===== config.mk =====
export PLATFORM = sky130hd
export DESIGN_NAME = serial_rom_command_busy_control
export DESIGN_NICKNAME = d
export VERILOG_FILES = /design/src/rom_ctl_pkg.sv /design/src/rom_op_timer.sv /design/src/serial_rom_command_busy_control.sv
export SDC_FILE = /design/constraint.sdc
export NUM_CORES = 1
export LEC_CHECK = 0
export BUFFER_PORTS_ARGS = -buffer_cell sky130_fd_sc_hd__buf_2
export CORE_ASPECT_RATIO = 0.5
export CORE_MARGIN = 2
export CORE_UTILIZATION = 53
export CTS_CLUSTER_DIAMETER = 100
export DETAILED_ROUTE_END_ITERATION = 7
export PLACE_DENSITY_LB_ADDON = 0.25
export SYNTH_ARGS = -nofsm -noshare
export SYNTH_HDL_FRONTEND = slang
export SYNTH_HIERARCHICAL = 1
export SYNTH_SLANG_ARGS = --single-unit

===== constraint.sdc =====
create_clock -name REF_CLK_I -period 2.5 [get_ports REF_CLK_I]
set_input_delay 0.125 -clock REF_CLK_I [delete_from_list [all_inputs] [get_ports REF_CLK_I]]
set_output_delay 0.125 -clock REF_CLK_I [all_outputs]
set_load 0.005 [all_outputs]

===== src/rom_ctl_pkg.sv =====
// Purpose: shared constants for the serial rom command and busy control block
// Assumes: 32-bit axi4-lite register bus, 20 MHz reference clock
// Notes: offsets are byte addresses on the register bus
package rom_ctl_pkg;
  // register byte offsets
  localparam logic [7:0] CMD_OFS = 8'hB0;
  localparam logic [7:0] DATA_OFS = 8'hB4;
  localparam logic [7:0] IRQ_STS_OFS = 8'hB8;
  localparam logic [7:0] IRQ_MASK_OFS = 8'hBC;
  // command register fields
  localparam int CMD_BUSY_BIT = 31;
  localparam int CMD_OP_LSB = 28;
  localparam int OP_W = 3;
  localparam int CMD_TMO_BIT = 9;
  localparam int ADDR_W = 8;
  localparam int DATA_W = 8;
  // operation codes
  localparam logic [2:0] OP_READ = 3'h0;
  localparam logic [2:0] OP_WRITE = 3'h3;
  // boot load address of the station address
  localparam logic [7:0] BOOT_ADDR = 8'h00;
  // interrupt status bit positions
  localparam int IRQ_DONE_BIT = 0;
  localparam int IRQ_TMO_BIT = 1;
  localparam int IRQ_W = 2;
  // timing
  localparam int CLK_HZ = 20000000;
  localparam int OP_TIMEOUT_US = 30000;
  localparam int OP_TIMEOUT_CYC = (OP_TIMEOUT_US / 1000) * (CLK_HZ / 1000);
  // reset values
  localparam logic [7:0] ADDR_RST = 8'h00;
  localparam logic [7:0] DATA_RST = 8'h00;
  localparam logic [1:0] MASK_RST = 2'h0;
  // axi responses
  localparam logic [1:0] RESP_OKAY = 2'h0;
  localparam logic [1:0] RESP_SLVERR = 2'h2;
  typedef enum logic [1:0] {ST_BOOT, ST_RUN, ST_IDLE} op_state_e;
endpackage : rom_ctl_pkg


===== src/rom_op_timer.sv =====
// Purpose: counts cycles of a running rom operation and flags expiry
// Assumes: start is a one-cycle pulse that restarts the count
// Notes: expired is a level that stays until the next start
`timescale 1ns/1ns
module rom_op_timer #(
  parameter int LIMIT = 600000
) (
  input wire logic clk_i,
  input wire logic rst_n_i,
  input wire logic start_i,
  input wire logic run_i,
  output logic expired_o
);
  logic [31:0] cnt_ff;
  logic [31:0] nxt_cnt;
  logic exp_ff;
  logic nxt_exp;

  // count only while the operation runs; saturate once expired
  always_comb begin
    nxt_cnt = cnt_ff;
    nxt_exp = exp_ff;
    if (start_i) begin
      nxt_cnt = 32'h0;
      nxt_exp = 1'b0;
    end else if (run_i && !exp_ff) begin
      nxt_cnt = cnt_ff + 32'h1;
      if (cnt_ff == 32'(LIMIT - 1)) begin
        nxt_exp = 1'b1;
      end
    end
  end

  always_ff @(posedge clk_i or negedge rst_n_i) begin
    if (!rst_n_i) begin
      cnt_ff <= 32'h0;
      exp_ff <= 1'b0;
    end else begin
      cnt_ff <= nxt_cnt;
      exp_ff <= nxt_exp;
    end
  end

  assign expired_o = exp_ff;
endmodule : rom_op_timer


===== src/serial_rom_command_busy_control.sv =====
// Purpose: host command register and busy control in front of a serial rom engine
// Assumes: engine answers a request with a one-cycle done pulse on this clock
// Notes: register access over axi4-lite; one interrupt line from sticky events
`timescale 1ns/1ns
module serial_rom_command_busy_control
  import rom_ctl_pkg::*;
#(
  parameter int TIMEOUT_CYC = OP_TIMEOUT_CYC
) (
  input wire logic REF_CLK_I,
  input wire logic RST_N_I,
  input wire logic S_AXI_AWVALID_I,
  output logic S_AXI_AWREADY_O,
  input wire logic [7:0] S_AXI_AWADDR_I,
  input wire logic S_AXI_WVALID_I,
  output logic S_AXI_WREADY_O,
  input wire logic [31:0] S_AXI_WDATA_I,
  input wire logic [3:0] S_AXI_WSTRB_I,
  output logic S_AXI_BVALID_O,
  input wire logic S_AXI_BREADY_I,
  output logic [1:0] S_AXI_BRESP_O,
  input wire logic S_AXI_ARVALID_I,
  output logic S_AXI_ARREADY_O,
  input wire logic [7:0] S_AXI_ARADDR_I,
  output logic S_AXI_RVALID_O,
  input wire logic S_AXI_RREADY_I,
  output logic [31:0] S_AXI_RDATA_O,
  output logic [1:0] S_AXI_RRESP_O,
  output logic ROM_REQ_O,
  output logic [2:0] ROM_OP_O,
  output logic [7:0] ROM_ADDR_O,
  output logic [7:0] ROM_WDATA_O,
  input wire logic ROM_DONE_I,
  input wire logic [7:0] ROM_RDATA_I,
  input wire logic ROM_PRESENT_I,
  output logic IRQ_O
);
  // bus channel state
  logic aw_ff, nxt_aw;
  logic [7:0] awaddr_ff, nxt_awaddr;
  logic w_ff, nxt_w;
  logic [31:0] wdata_ff, nxt_wdata;
  logic [3:0] wstrb_ff, nxt_wstrb;
  logic bvalid_ff, nxt_bvalid;
  logic [1:0] bresp_ff, nxt_bresp;
  logic rvalid_ff, nxt_rvalid;
  logic [31:0] rdata_ff, nxt_rdata;
  logic [1:0] rresp_ff, nxt_rresp;
  // block state
  op_state_e st_ff, nxt_st;
  logic [2:0] op_ff, nxt_op;
  logic [7:0] addr_ff, nxt_addr;
  logic [7:0] data_ff, nxt_data;
  logic tmo_ff, nxt_tmo;
  logic [1:0] sts_ff, nxt_sts;
  logic [1:0] mask_ff, nxt_mask;
  logic req_ff, nxt_req;
  // presence pin synchroniser
  logic pres_meta_ff, pres_ff;
  logic wr_go, start, expired, done_ok, busy;
  logic [31:0] cmd_view;

  assign busy = (st_ff != ST_IDLE);
  assign cmd_view = {busy, op_ff, 18'h0, tmo_ff, 1'b0, addr_ff};
  assign wr_go = aw_ff && w_ff && !bvalid_ff;
  // done from an absent rom is ignored so only the timeout can end it
  assign done_ok = ROM_DONE_I && pres_ff;
  assign start = req_ff;

  // presence is a board pin, so it crosses two flops first
  always_ff @(posedge REF_CLK_I or negedge RST_N_I) begin
    if (!RST_N_I) begin
      pres_meta_ff <= 1'b0;
      pres_ff <= 1'b0;
    end else begin
      pres_meta_ff <= ROM_PRESENT_I;
      pres_ff <= pres_meta_ff;
    end
  end

  rom_op_timer #(
    .LIMIT(TIMEOUT_CYC)
  ) u_timer (
    .clk_i(REF_CLK_I),
    .rst_n_i(RST_N_I),
    .start_i(start),
    .run_i(st_ff == ST_RUN),
    .expired_o(expired)
  );

  // axi write and read channels; address and data may arrive in either order
  always_comb begin
    nxt_aw = aw_ff;
    nxt_awaddr = awaddr_ff;
    nxt_w = w_ff;
    nxt_wdata = wdata_ff;
    nxt_wstrb = wstrb_ff;
    nxt_bvalid = bvalid_ff;
    nxt_bresp = bresp_ff;
    nxt_rvalid = rvalid_ff;
    nxt_rdata = rdata_ff;
    nxt_rresp = rresp_ff;
    if (S_AXI_AWVALID_I && S_AXI_AWREADY_O) begin
      nxt_aw = 1'b1;
      nxt_awaddr = S_AXI_AWADDR_I;
    end
    if (S_AXI_WVALID_I && S_AXI_WREADY_O) begin
      nxt_w = 1'b1;
      nxt_wdata = S_AXI_WDATA_I;
      nxt_wstrb = S_AXI_WSTRB_I;
    end
    if (wr_go) begin
      nxt_aw = 1'b0;
      nxt_w = 1'b0;
      nxt_bvalid = 1'b1;
      nxt_bresp = RESP_OKAY;
      if (awaddr_ff != CMD_OFS && awaddr_ff != DATA_OFS && awaddr_ff != IRQ_STS_OFS && awaddr_ff != IRQ_MASK_OFS) begin
        nxt_bresp = RESP_SLVERR;
      end
    end else if (bvalid_ff && S_AXI_BREADY_I) begin
      nxt_bvalid = 1'b0;
    end
    if (S_AXI_ARVALID_I && S_AXI_ARREADY_O) begin
      nxt_rvalid = 1'b1;
      nxt_rresp = RESP_OKAY;
      case (S_AXI_ARADDR_I)
        CMD_OFS: nxt_rdata = cmd_view;
        DATA_OFS: nxt_rdata = {24'h0, data_ff};
        IRQ_STS_OFS: nxt_rdata = {30'h0, sts_ff};
        IRQ_MASK_OFS: nxt_rdata = {30'h0, mask_ff};
        default: begin
          nxt_rdata = 32'h0;
          nxt_rresp = RESP_SLVERR;
        end
      endcase
    end else if (rvalid_ff && S_AXI_RREADY_I) begin
      nxt_rvalid = 1'b0;
    end
  end

  always_ff @(posedge REF_CLK_I or negedge RST_N_I) begin
    if (!RST_N_I) begin
      aw_ff <= 1'b0;
      awaddr_ff <= 8'h00;
      w_ff <= 1'b0;
      wdata_ff <= 32'h0;
      wstrb_ff <= 4'h0;
      bvalid_ff <= 1'b0;
      bresp_ff <= 2'h0;
      rvalid_ff <= 1'b0;
      rdata_ff <= 32'h0;
      rresp_ff <= 2'h0;
    end else begin
      aw_ff <= nxt_aw;
      awaddr_ff <= nxt_awaddr;
      w_ff <= nxt_w;
      wdata_ff <= nxt_wdata;
      wstrb_ff <= nxt_wstrb;
      bvalid_ff <= nxt_bvalid;
      bresp_ff <= nxt_bresp;
      rvalid_ff <= nxt_rvalid;
      rdata_ff <= nxt_rdata;
      rresp_ff <= nxt_rresp;
    end
  end

  // operation control: boot load, host launch, completion and timeout
  always_comb begin
    nxt_st = st_ff;
    nxt_op = op_ff;
    nxt_addr = addr_ff;
    nxt_data = data_ff;
    nxt_tmo = tmo_ff;
    nxt_sts = sts_ff;
    nxt_mask = mask_ff;
    nxt_req = 1'b0;
    // software clears first so that a same-cycle event below wins
    if (wr_go && awaddr_ff == CMD_OFS && wstrb_ff[1] && wdata_ff[CMD_TMO_BIT]) begin
      nxt_tmo = 1'b0;
    end
    if (wr_go && awaddr_ff == IRQ_STS_OFS && wstrb_ff[0]) begin
      nxt_sts = sts_ff & ~wdata_ff[IRQ_W-1:0];
    end
    if (wr_go && awaddr_ff == IRQ_MASK_OFS && wstrb_ff[0]) begin
      nxt_mask = wdata_ff[IRQ_W-1:0];
    end
    case (st_ff)
      ST_BOOT: begin
        // fetch the station address before the host may use the port
        nxt_op = OP_READ;
        nxt_addr = BOOT_ADDR;
        nxt_req = 1'b1;
        nxt_st = ST_RUN;
      end
      ST_RUN: begin
        if (done_ok) begin
          if (op_ff == OP_READ) begin
            nxt_data = ROM_RDATA_I;
          end
          nxt_sts[IRQ_DONE_BIT] = 1'b1;
          nxt_st = ST_IDLE;
        end else if (expired && !start) begin // timer still shows the last expiry until start clears it
          nxt_tmo = 1'b1;
          nxt_sts[IRQ_TMO_BIT] = 1'b1;
          nxt_st = ST_IDLE;
        end
      end
      ST_IDLE: begin
        // data and launch writes only land while idle, so a busy operation keeps its inputs
        if (wr_go && awaddr_ff == DATA_OFS && wstrb_ff[0]) begin
          nxt_data = wdata_ff[DATA_W-1:0];
        end
        if (wr_go && awaddr_ff == CMD_OFS && wstrb_ff[3] && wstrb_ff[0] && wdata_ff[CMD_BUSY_BIT]) begin
          nxt_op = wdata_ff[CMD_OP_LSB +: OP_W];
          nxt_addr = wdata_ff[ADDR_W-1:0];
          nxt_req = 1'b1;
          nxt_st = ST_RUN;
        end
      end
      default: nxt_st = ST_IDLE;
    endcase
  end

  always_ff @(posedge REF_CLK_I or negedge RST_N_I) begin
    if (!RST_N_I) begin
      st_ff <= ST_BOOT;
      op_ff <= OP_READ;
      addr_ff <= ADDR_RST;
      data_ff <= DATA_RST;
      tmo_ff <= 1'b0;
      sts_ff <= 2'h0;
      mask_ff <= MASK_RST;
      req_ff <= 1'b0;
    end else begin
      st_ff <= nxt_st;
      op_ff <= nxt_op;
      addr_ff <= nxt_addr;
      data_ff <= nxt_data;
      tmo_ff <= nxt_tmo;
      sts_ff <= nxt_sts;
      mask_ff <= nxt_mask;
      req_ff <= nxt_req;
    end
  end

  // outputs; bus readies are combinational handshakes
  assign S_AXI_AWREADY_O = !aw_ff;
  assign S_AXI_WREADY_O = !w_ff;
  assign S_AXI_BVALID_O = bvalid_ff;
  assign S_AXI_BRESP_O = bresp_ff;
  assign S_AXI_ARREADY_O = !rvalid_ff;
  assign S_AXI_RVALID_O = rvalid_ff;
  assign S_AXI_RDATA_O = rdata_ff;
  assign S_AXI_RRESP_O = rresp_ff;
  assign ROM_REQ_O = req_ff;
  assign ROM_OP_O = op_ff;
  assign ROM_ADDR_O = addr_ff;
  assign ROM_WDATA_O = data_ff;
  assign IRQ_O = |(sts_ff & mask_ff);
endmodule : serial_rom_command_busy_control


==> metrics.md, run 1 <==
| Metric | Value |
|---|---|
| Vias/cell | `5.41` |
| Netlist cell types | `58` |
| Layout Area Growth over Synthesis | `17.8%` |
| Mapped Avg Cell Area | `11.6 um2` |
| Status | `finished clean` |
| CTS Root Buffer Type | `clkbuf_16` |
| CTS clk-pin slew, worst paths | `0.07 ns` |
| Largest net degree at the start of global routing | `37` |
| Slack of the critical path | `0.370 ns` |
| 1st-pass router iterations | `4` |
| Tot Pwr | `5.19 mW` |
| Top cells by area, synth | `dfrtp_1 (52%), mux2_2 (8.9%), buf_4 (3.4%)` |
| Post-synth top area cell | `dfrtp_1` |
| Most common flop cell mapped by yosys | `dfrtp_1` |
| Register area share after synthesis | `51.9%` |
| RSZ-0062 raised after global routing | `no` |
| Fmax | `0.469 GHz` |
| RePlAce Congestion | `0.796` |
| Worst clock skew | `0.00614 ns` |
| Die Ht | `73.1 um` |
| Cts-stage hold buffer count | `8` |
| Peak VDD IR | `0.483 mV` |
| Final ANT Viol Nets | `0` |
| CP bufs+invs | `1` |
| P_int | `3.61 mW` |
| Critical path class | `flop to flop` |
| # setup viols final | `0` |
| PD cells | `869 mW/mm2` |
| FF+latch area | `0.00263 mm2` |
| Initial Util | `54.2%` |
| Vias | `3569` |
| Number of synthesized flops with an enable pin | `0` |
| Num CTS Buffers | `9` |
| Share of cells above drive strength 1 | `32.5%` |
| Crit. End Element | `flop` |
| HP Class | `input pin to flop` |
| Placed insts | `636` |
| Final hold vios | `0` |
| Largest delay share family, worst path | `simple AND/OR/NAND/NOR gates` |
| Post-synth top cells | `dfrtp_1 (105), mux2_2 (40), nor2_1 (39)` |
| Ys async rst share | `100%` |
| CTS HTree Levels | `3` |
| Final Instance Count excl. Fillers | `660` |
| Switching share of power | `30.3%` |
| Worst path slowest cell | `or4_1` |
| Critical Path Start Type | `flop` |
| Synth Register Bits | `105` |
| Reg power frac | `46.5%` |
| Max transition margin | `56.1%` |
| Leak | `2.86 nW` |
| Setup slack after placement | `0.419 ns` |
| FP Rows | `25` |
| First-pass GRT wire length | `17.7 mm` |
| Post-DP HPWL | `7.67 mm` |
| Core footprint | `0.00935 mm2` |
| Residual DRC | `0` |
| Final period utilization | `85.2%` |
| Setup TNS | `0 ns` |
| I/O Pins | `131` |
| Final Max Slew Viols | `0` |
| WL/cell | `16.3 um` |
| Syn Inst Count | `435` |
| Slowest cell delay on critical path | `0.50 ns` |
| Filler cell count | `738` |
| Clk sinks | `105` |
| Max Cap Violations | `0` |
| DR iter-0 viols | `190` |
| # port buffers | `89` |
| # resized after CTS | `0` |
| CP Cell Sequence | `nor2b_1 > buf_4 > nand2b_4 > a211o_1 > or4_1 > a21oi_1` |
| Final wirelength | `10.7 mm` |
| Fin util | `63.8%` |
| Hold_ws | `0.00804 ns` |
| # diodes | `0` |
| CTS tree | `built` |
| Die width | `142 um` |
| Fin area | `0.00597 mm2` |
| GR Util All Layers | `22.2%` |
| P_sw | `1.57 mW` |
| Gate power share | `23.9%` |
| Minimum clock period | `2.13 ns` |
| Mapped cell area | `0.00506 mm2` |
| Worst-Skew Late Latency | `0.35 ns` |
| Grt total ovfl | `0` |
| CP max FO | `9` |
| Die ar. | `0.0104 mm2` |
| Yosys warning total | `6` |
| CTS Buffer Depth | `2` |
| Final net count | `604` |
| Count leader, synth | `dfrtp_1` |
| CP Data Arrival Time | `2.40 ns` |
| Initial antenna violation count | `0` |
| Synth top area share | `51.9%` |
| Vias in the first global route | `3549` |
| Footprint of the multi-input gates | `0.00221 mm2` |
| Critical Path RT | `2.77 ns` |
| Worst-margin pin slew | `0.658 ns` |
| Proportion of power drawn by the clock network | `29.7%` |
| Setup bufs post-CTS | `0` |
| Placed cell area | `0.00556 mm2` |
[path summary, 6_finish.rpt]
path                       slack, ns                 end              start  cells past startpoint
setup / recovery                0.37  u_timer/cnt_ff[24]           st_ff[0]                      6
hold / removal                 0.008        awaddr_ff[3]  S_AXI_AWADDR_I[3]                      2
setup reg to reg                0.37  u_timer/cnt_ff[24]           st_ff[0]                      6
hold reg to reg                 0.35             pres_ff       pres_meta_ff                      0
max in group asynchronous       1.63   u_timer/cnt_ff[2]            RST_N_I                      3
min in group asynchronous       0.17  u_timer/cnt_ff[13]            RST_N_I                      2
[layout make-up]
type | instances | area share, %
tap | 121 | 2.54
timing repair buffer | 107 | 10.1
clock buffer | 11 | 4.07
clock inverter | 5 | 1.45
multi-input combinational | 300 | 37.1
sequential | 105 | 44.0
inverter | 11 | 0.692
[placed cells by master, fill, tap and decap left out, types with 4 or more instances in the layout]
| master | Yosys | routed |
|---|---|---|
| nand2_1 | 30 | 30 |
| and3_1 | 5 | 5 |
| dlygate4sd3_1 | 0 | 8 |
| xor2_1 | 18 | 18 |
| nor2_1 | 39 | 39 |
| xnor2_1 | 10 | 10 |
| mux2_2 | 40 | 40 |
| conb_1 | 1 | 21 |
| clkbuf_16 | 0 | 9 |
| nand4_1 | 13 | 13 |
| a21oi_1 | 4 | 4 |
| buf_4 | 23 | 11 |
| nor3_1 | 6 | 6 |
| and4_1 | 5 | 5 |
| inv_1 | 11 | 11 |
| nand4b_1 | 5 | 5 |
| nor4_1 | 10 | 10 |
| buf_2 | 7 | 88 |
| mux2i_1 | 6 | 6 |
| o21ai_0 | 10 | 10 |
| a22o_1 | 17 | 17 |
| nor2b_1 | 6 | 6 |
| nand3_1 | 8 | 8 |
| dfrtp_1 | 105 | 105 |
[layer usage]
metal	up-vias	track usage, %	wire length, um
li1	1701	-	-
met1	1757	29.4	4960
met2	94	36.9	5070
met3	17	6.04	564
met4	0	5.22	139
met5	-	0	0
[power groups by stage]
stage	Sequential [mW]	Combinational, mW	Clock [mW]
after global routing	2.46	1.38	1.64
after CTS	2.41	1.25	1.57
final	2.41	1.24	1.54
after detailed placement	2.43	1.24	0
after global placement	2.41	1.20	0
after floorplan	2.33	0.922	0
[cell families (layout without fill, tap and decap cells)]
family | count (synthesis) | count (layout) | share of synthesized area, %
muxes | 51 | 51 | 11.6
other | 1 | 21 | 0.0740
adders and majority gates | 1 | 1 | 0.247
buffers and inverters | 50 | 134 | 5.88
and+or+nand+nor | 155 | 155 | 18.9
AOI/OAI and AO/OA | 44 | 44 | 6.52
xor gates and xnor gates | 28 | 28 | 4.84
DFF | 105 | 105 | 51.9
[state kept, by name, indices dropped and copies added, names as in the netlist, 3 cells and up]
name and count:
wdata_ff 13, ROM_OP_O 3, ROM_ADDR_O 8, u_timer/cnt_ff 32, wstrb_ff 3, S_AXI_RDATA_O 13, awaddr_ff 8, ROM_WDATA_O 8
No activity file was read; power rests on OpenSTA's default activity.
==> run 2, diff against run 1 <==
--- a/config.mk
+++ b/config.mk
@@ -8,7 +8,8 @@
 export BUFFER_PORTS_ARGS = -buffer_cell sky130_fd_sc_hd__buf_2
 export CORE_ASPECT_RATIO = 0.5
 export CORE_MARGIN = 2
-export CORE_UTILIZATION = 53
+export CORE_UTILIZATION = 55
+export CTS_BUF_LIST = sky130_fd_sc_hd__clkbuf_8
 export CTS_CLUSTER_DIAMETER = 100
 export DETAILED_ROUTE_END_ITERATION = 7
 export PLACE_DENSITY_LB_ADDON = 0.25
==> metrics.md, run 2 (same netlist as run 1, synthesis figures left out) <==
| Metric | Value |
|---|---|
| Core footprint | `0.00883 mm2 (was 0.00935 mm2)` |
| Fmax | `0.452 GHz (was 0.469 GHz)` |
| CP Data Arrival Time | `2.47 ns (was 2.40 ns)` |
| # diodes | `0 (unchanged)` |
| Die ar. | `0.0100 mm2 (was 0.0104 mm2)` |
| Cts-stage hold buffer count | `29 (was 8)` |
| Vias in the first global route | `3541 (was 3549)` |
| Worst-Skew Late Latency | `0.36 ns (was 0.35 ns)` |
| Peak VDD IR | `0.399 mV (was 0.483 mV)` |
| HP Class | `input pin to flop (unchanged)` |
| R2R depth | `6 (unchanged)` |
| Most frequent cells in the layout | `dfrtp_1 (105), buf_2 (88), mux2_2 (40) (unchanged)` |
| Setup TNS | `0 ns (unchanged)` |
| # resized after CTS | `0 (unchanged)` |
| CTS Root Buffer Type | `clkbuf_8 (was clkbuf_16)` |
| Final ANT Viol Nets | `0 (unchanged)` |
| Post-DP HPWL | `7.36 mm (was 7.67 mm)` |
| Final Instance Count excl. Fillers | `679 (was 660)` |
| Largest net degree at the start of global routing | `49 (was 37)` |
| Clk sinks | `105 (unchanged)` |
| Final wirelength | `10.5 mm (was 10.7 mm)` |
| Setup bufs post-CTS | `0 (unchanged)` |
| Worst clock skew | `0.0101 ns (was 0.00614 ns)` |
| Residual DRC | `0 (unchanged)` |
| Fin util | `68.6% (was 63.8%)` |
| CTS HTree Levels | `3 (unchanged)` |
| Met1 wire length | `4.90 mm (was 4.96 mm)` |
| Max Cap Violations | `0 (unchanged)` |
| Critical Path Start Type | `flop (unchanged)` |
| CTS tree | `built (unchanged)` |
| Final net count | `627 (was 604)` |
| CP max FO | `9 (unchanged)` |
| Layout Area Growth over Synthesis | `19.5% (was 17.8%)` |
| CTS Buffer Depth | `2 (unchanged)` |
| Initial antenna violation count | `0 (unchanged)` |
| Max transition margin | `55.1% (was 56.1%)` |
| First-pass GRT wire length | `17.4 mm (was 17.7 mm)` |
| Met2 WL | `5.06 mm (was 5.07 mm)` |
| Setup slack after placement | `0.325 ns (was 0.419 ns)` |
| Die width | `140 um (was 142 um)` |
| Vias | `3654 (was 3569)` |
| Num CTS Buffers | `9 (unchanged)` |
| Share of cells above drive strength 1 | `31.3% (was 32.5%)` |
| Leak | `2.89 nW (was 2.86 nW)` |
| Crit. End Element | `flop (unchanged)` |
| Final hold vios | `0 (unchanged)` |
| Most flop-heavy register | `u_timer/cnt_ff (unchanged)` |
| 1st-pass router iterations | `4 (unchanged)` |
| Slack of the critical path | `0.289 ns (was 0.370 ns)` |
| GR Util All Layers | `22.0% (was 22.2%)` |
| # port buffers | `89 (unchanged)` |
| Minimum clock period | `2.21 ns (was 2.13 ns)` |
| # setup viols final | `0 (unchanged)` |
| Most common cell after layout, fill and taps aside | `dfrtp_1 (unchanged)` |
| Placed insts | `633 (was 636)` |
| PD cells | `771 mW/mm2 (was 869 mW/mm2)` |
| FP Rows | `24 (was 25)` |
| Initial Util | `57.4% (was 54.2%)` |
| RePlAce Congestion | `0.801 (was 0.796)` |
| Vias/cell | `5.38 (was 5.41)` |
| Status | `finished clean (unchanged)` |
| Final Max Slew Viols | `0 (unchanged)` |
| DR iter-0 viols | `245 (was 190)` |
| Critical path class | `flop to flop (unchanged)` |
| Top sig layer | `met4 (unchanged)` |
| Hold_ws | `0.119 ns (was 0.00804 ns)` |
| Max reg flops | `32 (unchanged)` |
| Die Ht | `71.9 um (was 73.1 um)` |
| Met3 WL | `479 um (was 564 um)` |
| RSZ-0062 raised after global routing | `no (unchanged)` |
| Worst-margin pin slew | `0.673 ns (was 0.658 ns)` |
| Critical Path RT | `2.76 ns (was 2.77 ns)` |
| Worst hold stages | `3 (was 2)` |
| Grt total ovfl | `0 (unchanged)` |
| WL/cell | `15.5 um (was 16.3 um)` |
| Final period utilization | `88.4% (was 85.2%)` |
| CTS clk-pin slew, worst paths | `0.10 ns (was 0.07 ns)` |
| I/O Pins | `131 (unchanged)` |
[run 2: cell count changes in the layout (fill, tap and decap cells not counted)]
cell,change
bufinv_16,-2
clkbuf_16,-9
buf_12,+1
clkinv_2,+1
dlygate4sd3_1,+22
clkbuf_8,+9
clkinvlp_4,+1
inv_1,+1
clkbuf_1,-1
[run 2: routing by layer]
layer  global-route usage [%]  vias to the layer above
met2                     36.5                       94
li1                         -                     1755
met4                     5.22                        0
met1                     30.1                     1795
met5                        0                        -
met3                     5.15                       10
[run 2: power breakdown]
part	leakage (nW)	total [mW]	internal, mW	switching [mW]
sequential	1.36	2.39	2.05	0.336
combinational	1.44	1.30	0.676	0.623
clock	0.0945	0.976	0.394	0.582
total	2.89	4.66	3.12	1.54
[run 2: through the flow]
stage | power, mW | area [um2]
after floorplan | 3.25 | 5140
after global placement | 3.62 | 5570
after detailed placement | 3.69 | 5570
after CTS | 4.69 | 6040
after global routing | 4.95 | 6050
final | 4.66 | 6050
[run 2: path summary, 6_finish.rpt]
check,start,to,slack (ns)
max reg2reg,st_ff[0],u_timer/cnt_ff[31],0.29
max,st_ff[0],u_timer/cnt_ff[31],0.29
min reg2reg,pres_meta_ff,pres_ff,0.37
max in group asynchronous,RST_N_I,wdata_ff[6],1.58
min,ROM_DONE_I,sts_ff[1],0.12
min in group asynchronous,RST_N_I,u_timer/cnt_ff[27],0.26
[run 2: final cells by class]
cell class                      instances  area [um2]
Fill cell                             654        2780
Timing Repair Buffer                  130         843
Sequential cell                       105        2630
Clock inverter                          6        42.5
Inverter                               11        41.3
Clock buffer                           10         138
Multi-Input combinational cell        300        2210
Tap cell                              117         146
[run 2: critical path, stage by stage, from the launching register on]
cell and delay (ns):
dfrtp_1 0.48, nor2b_1 0.44, and4b_1 0.34, and4_1 0.28, nand3_4 0.10, nor4_4 0.14, mux2_1 0.33
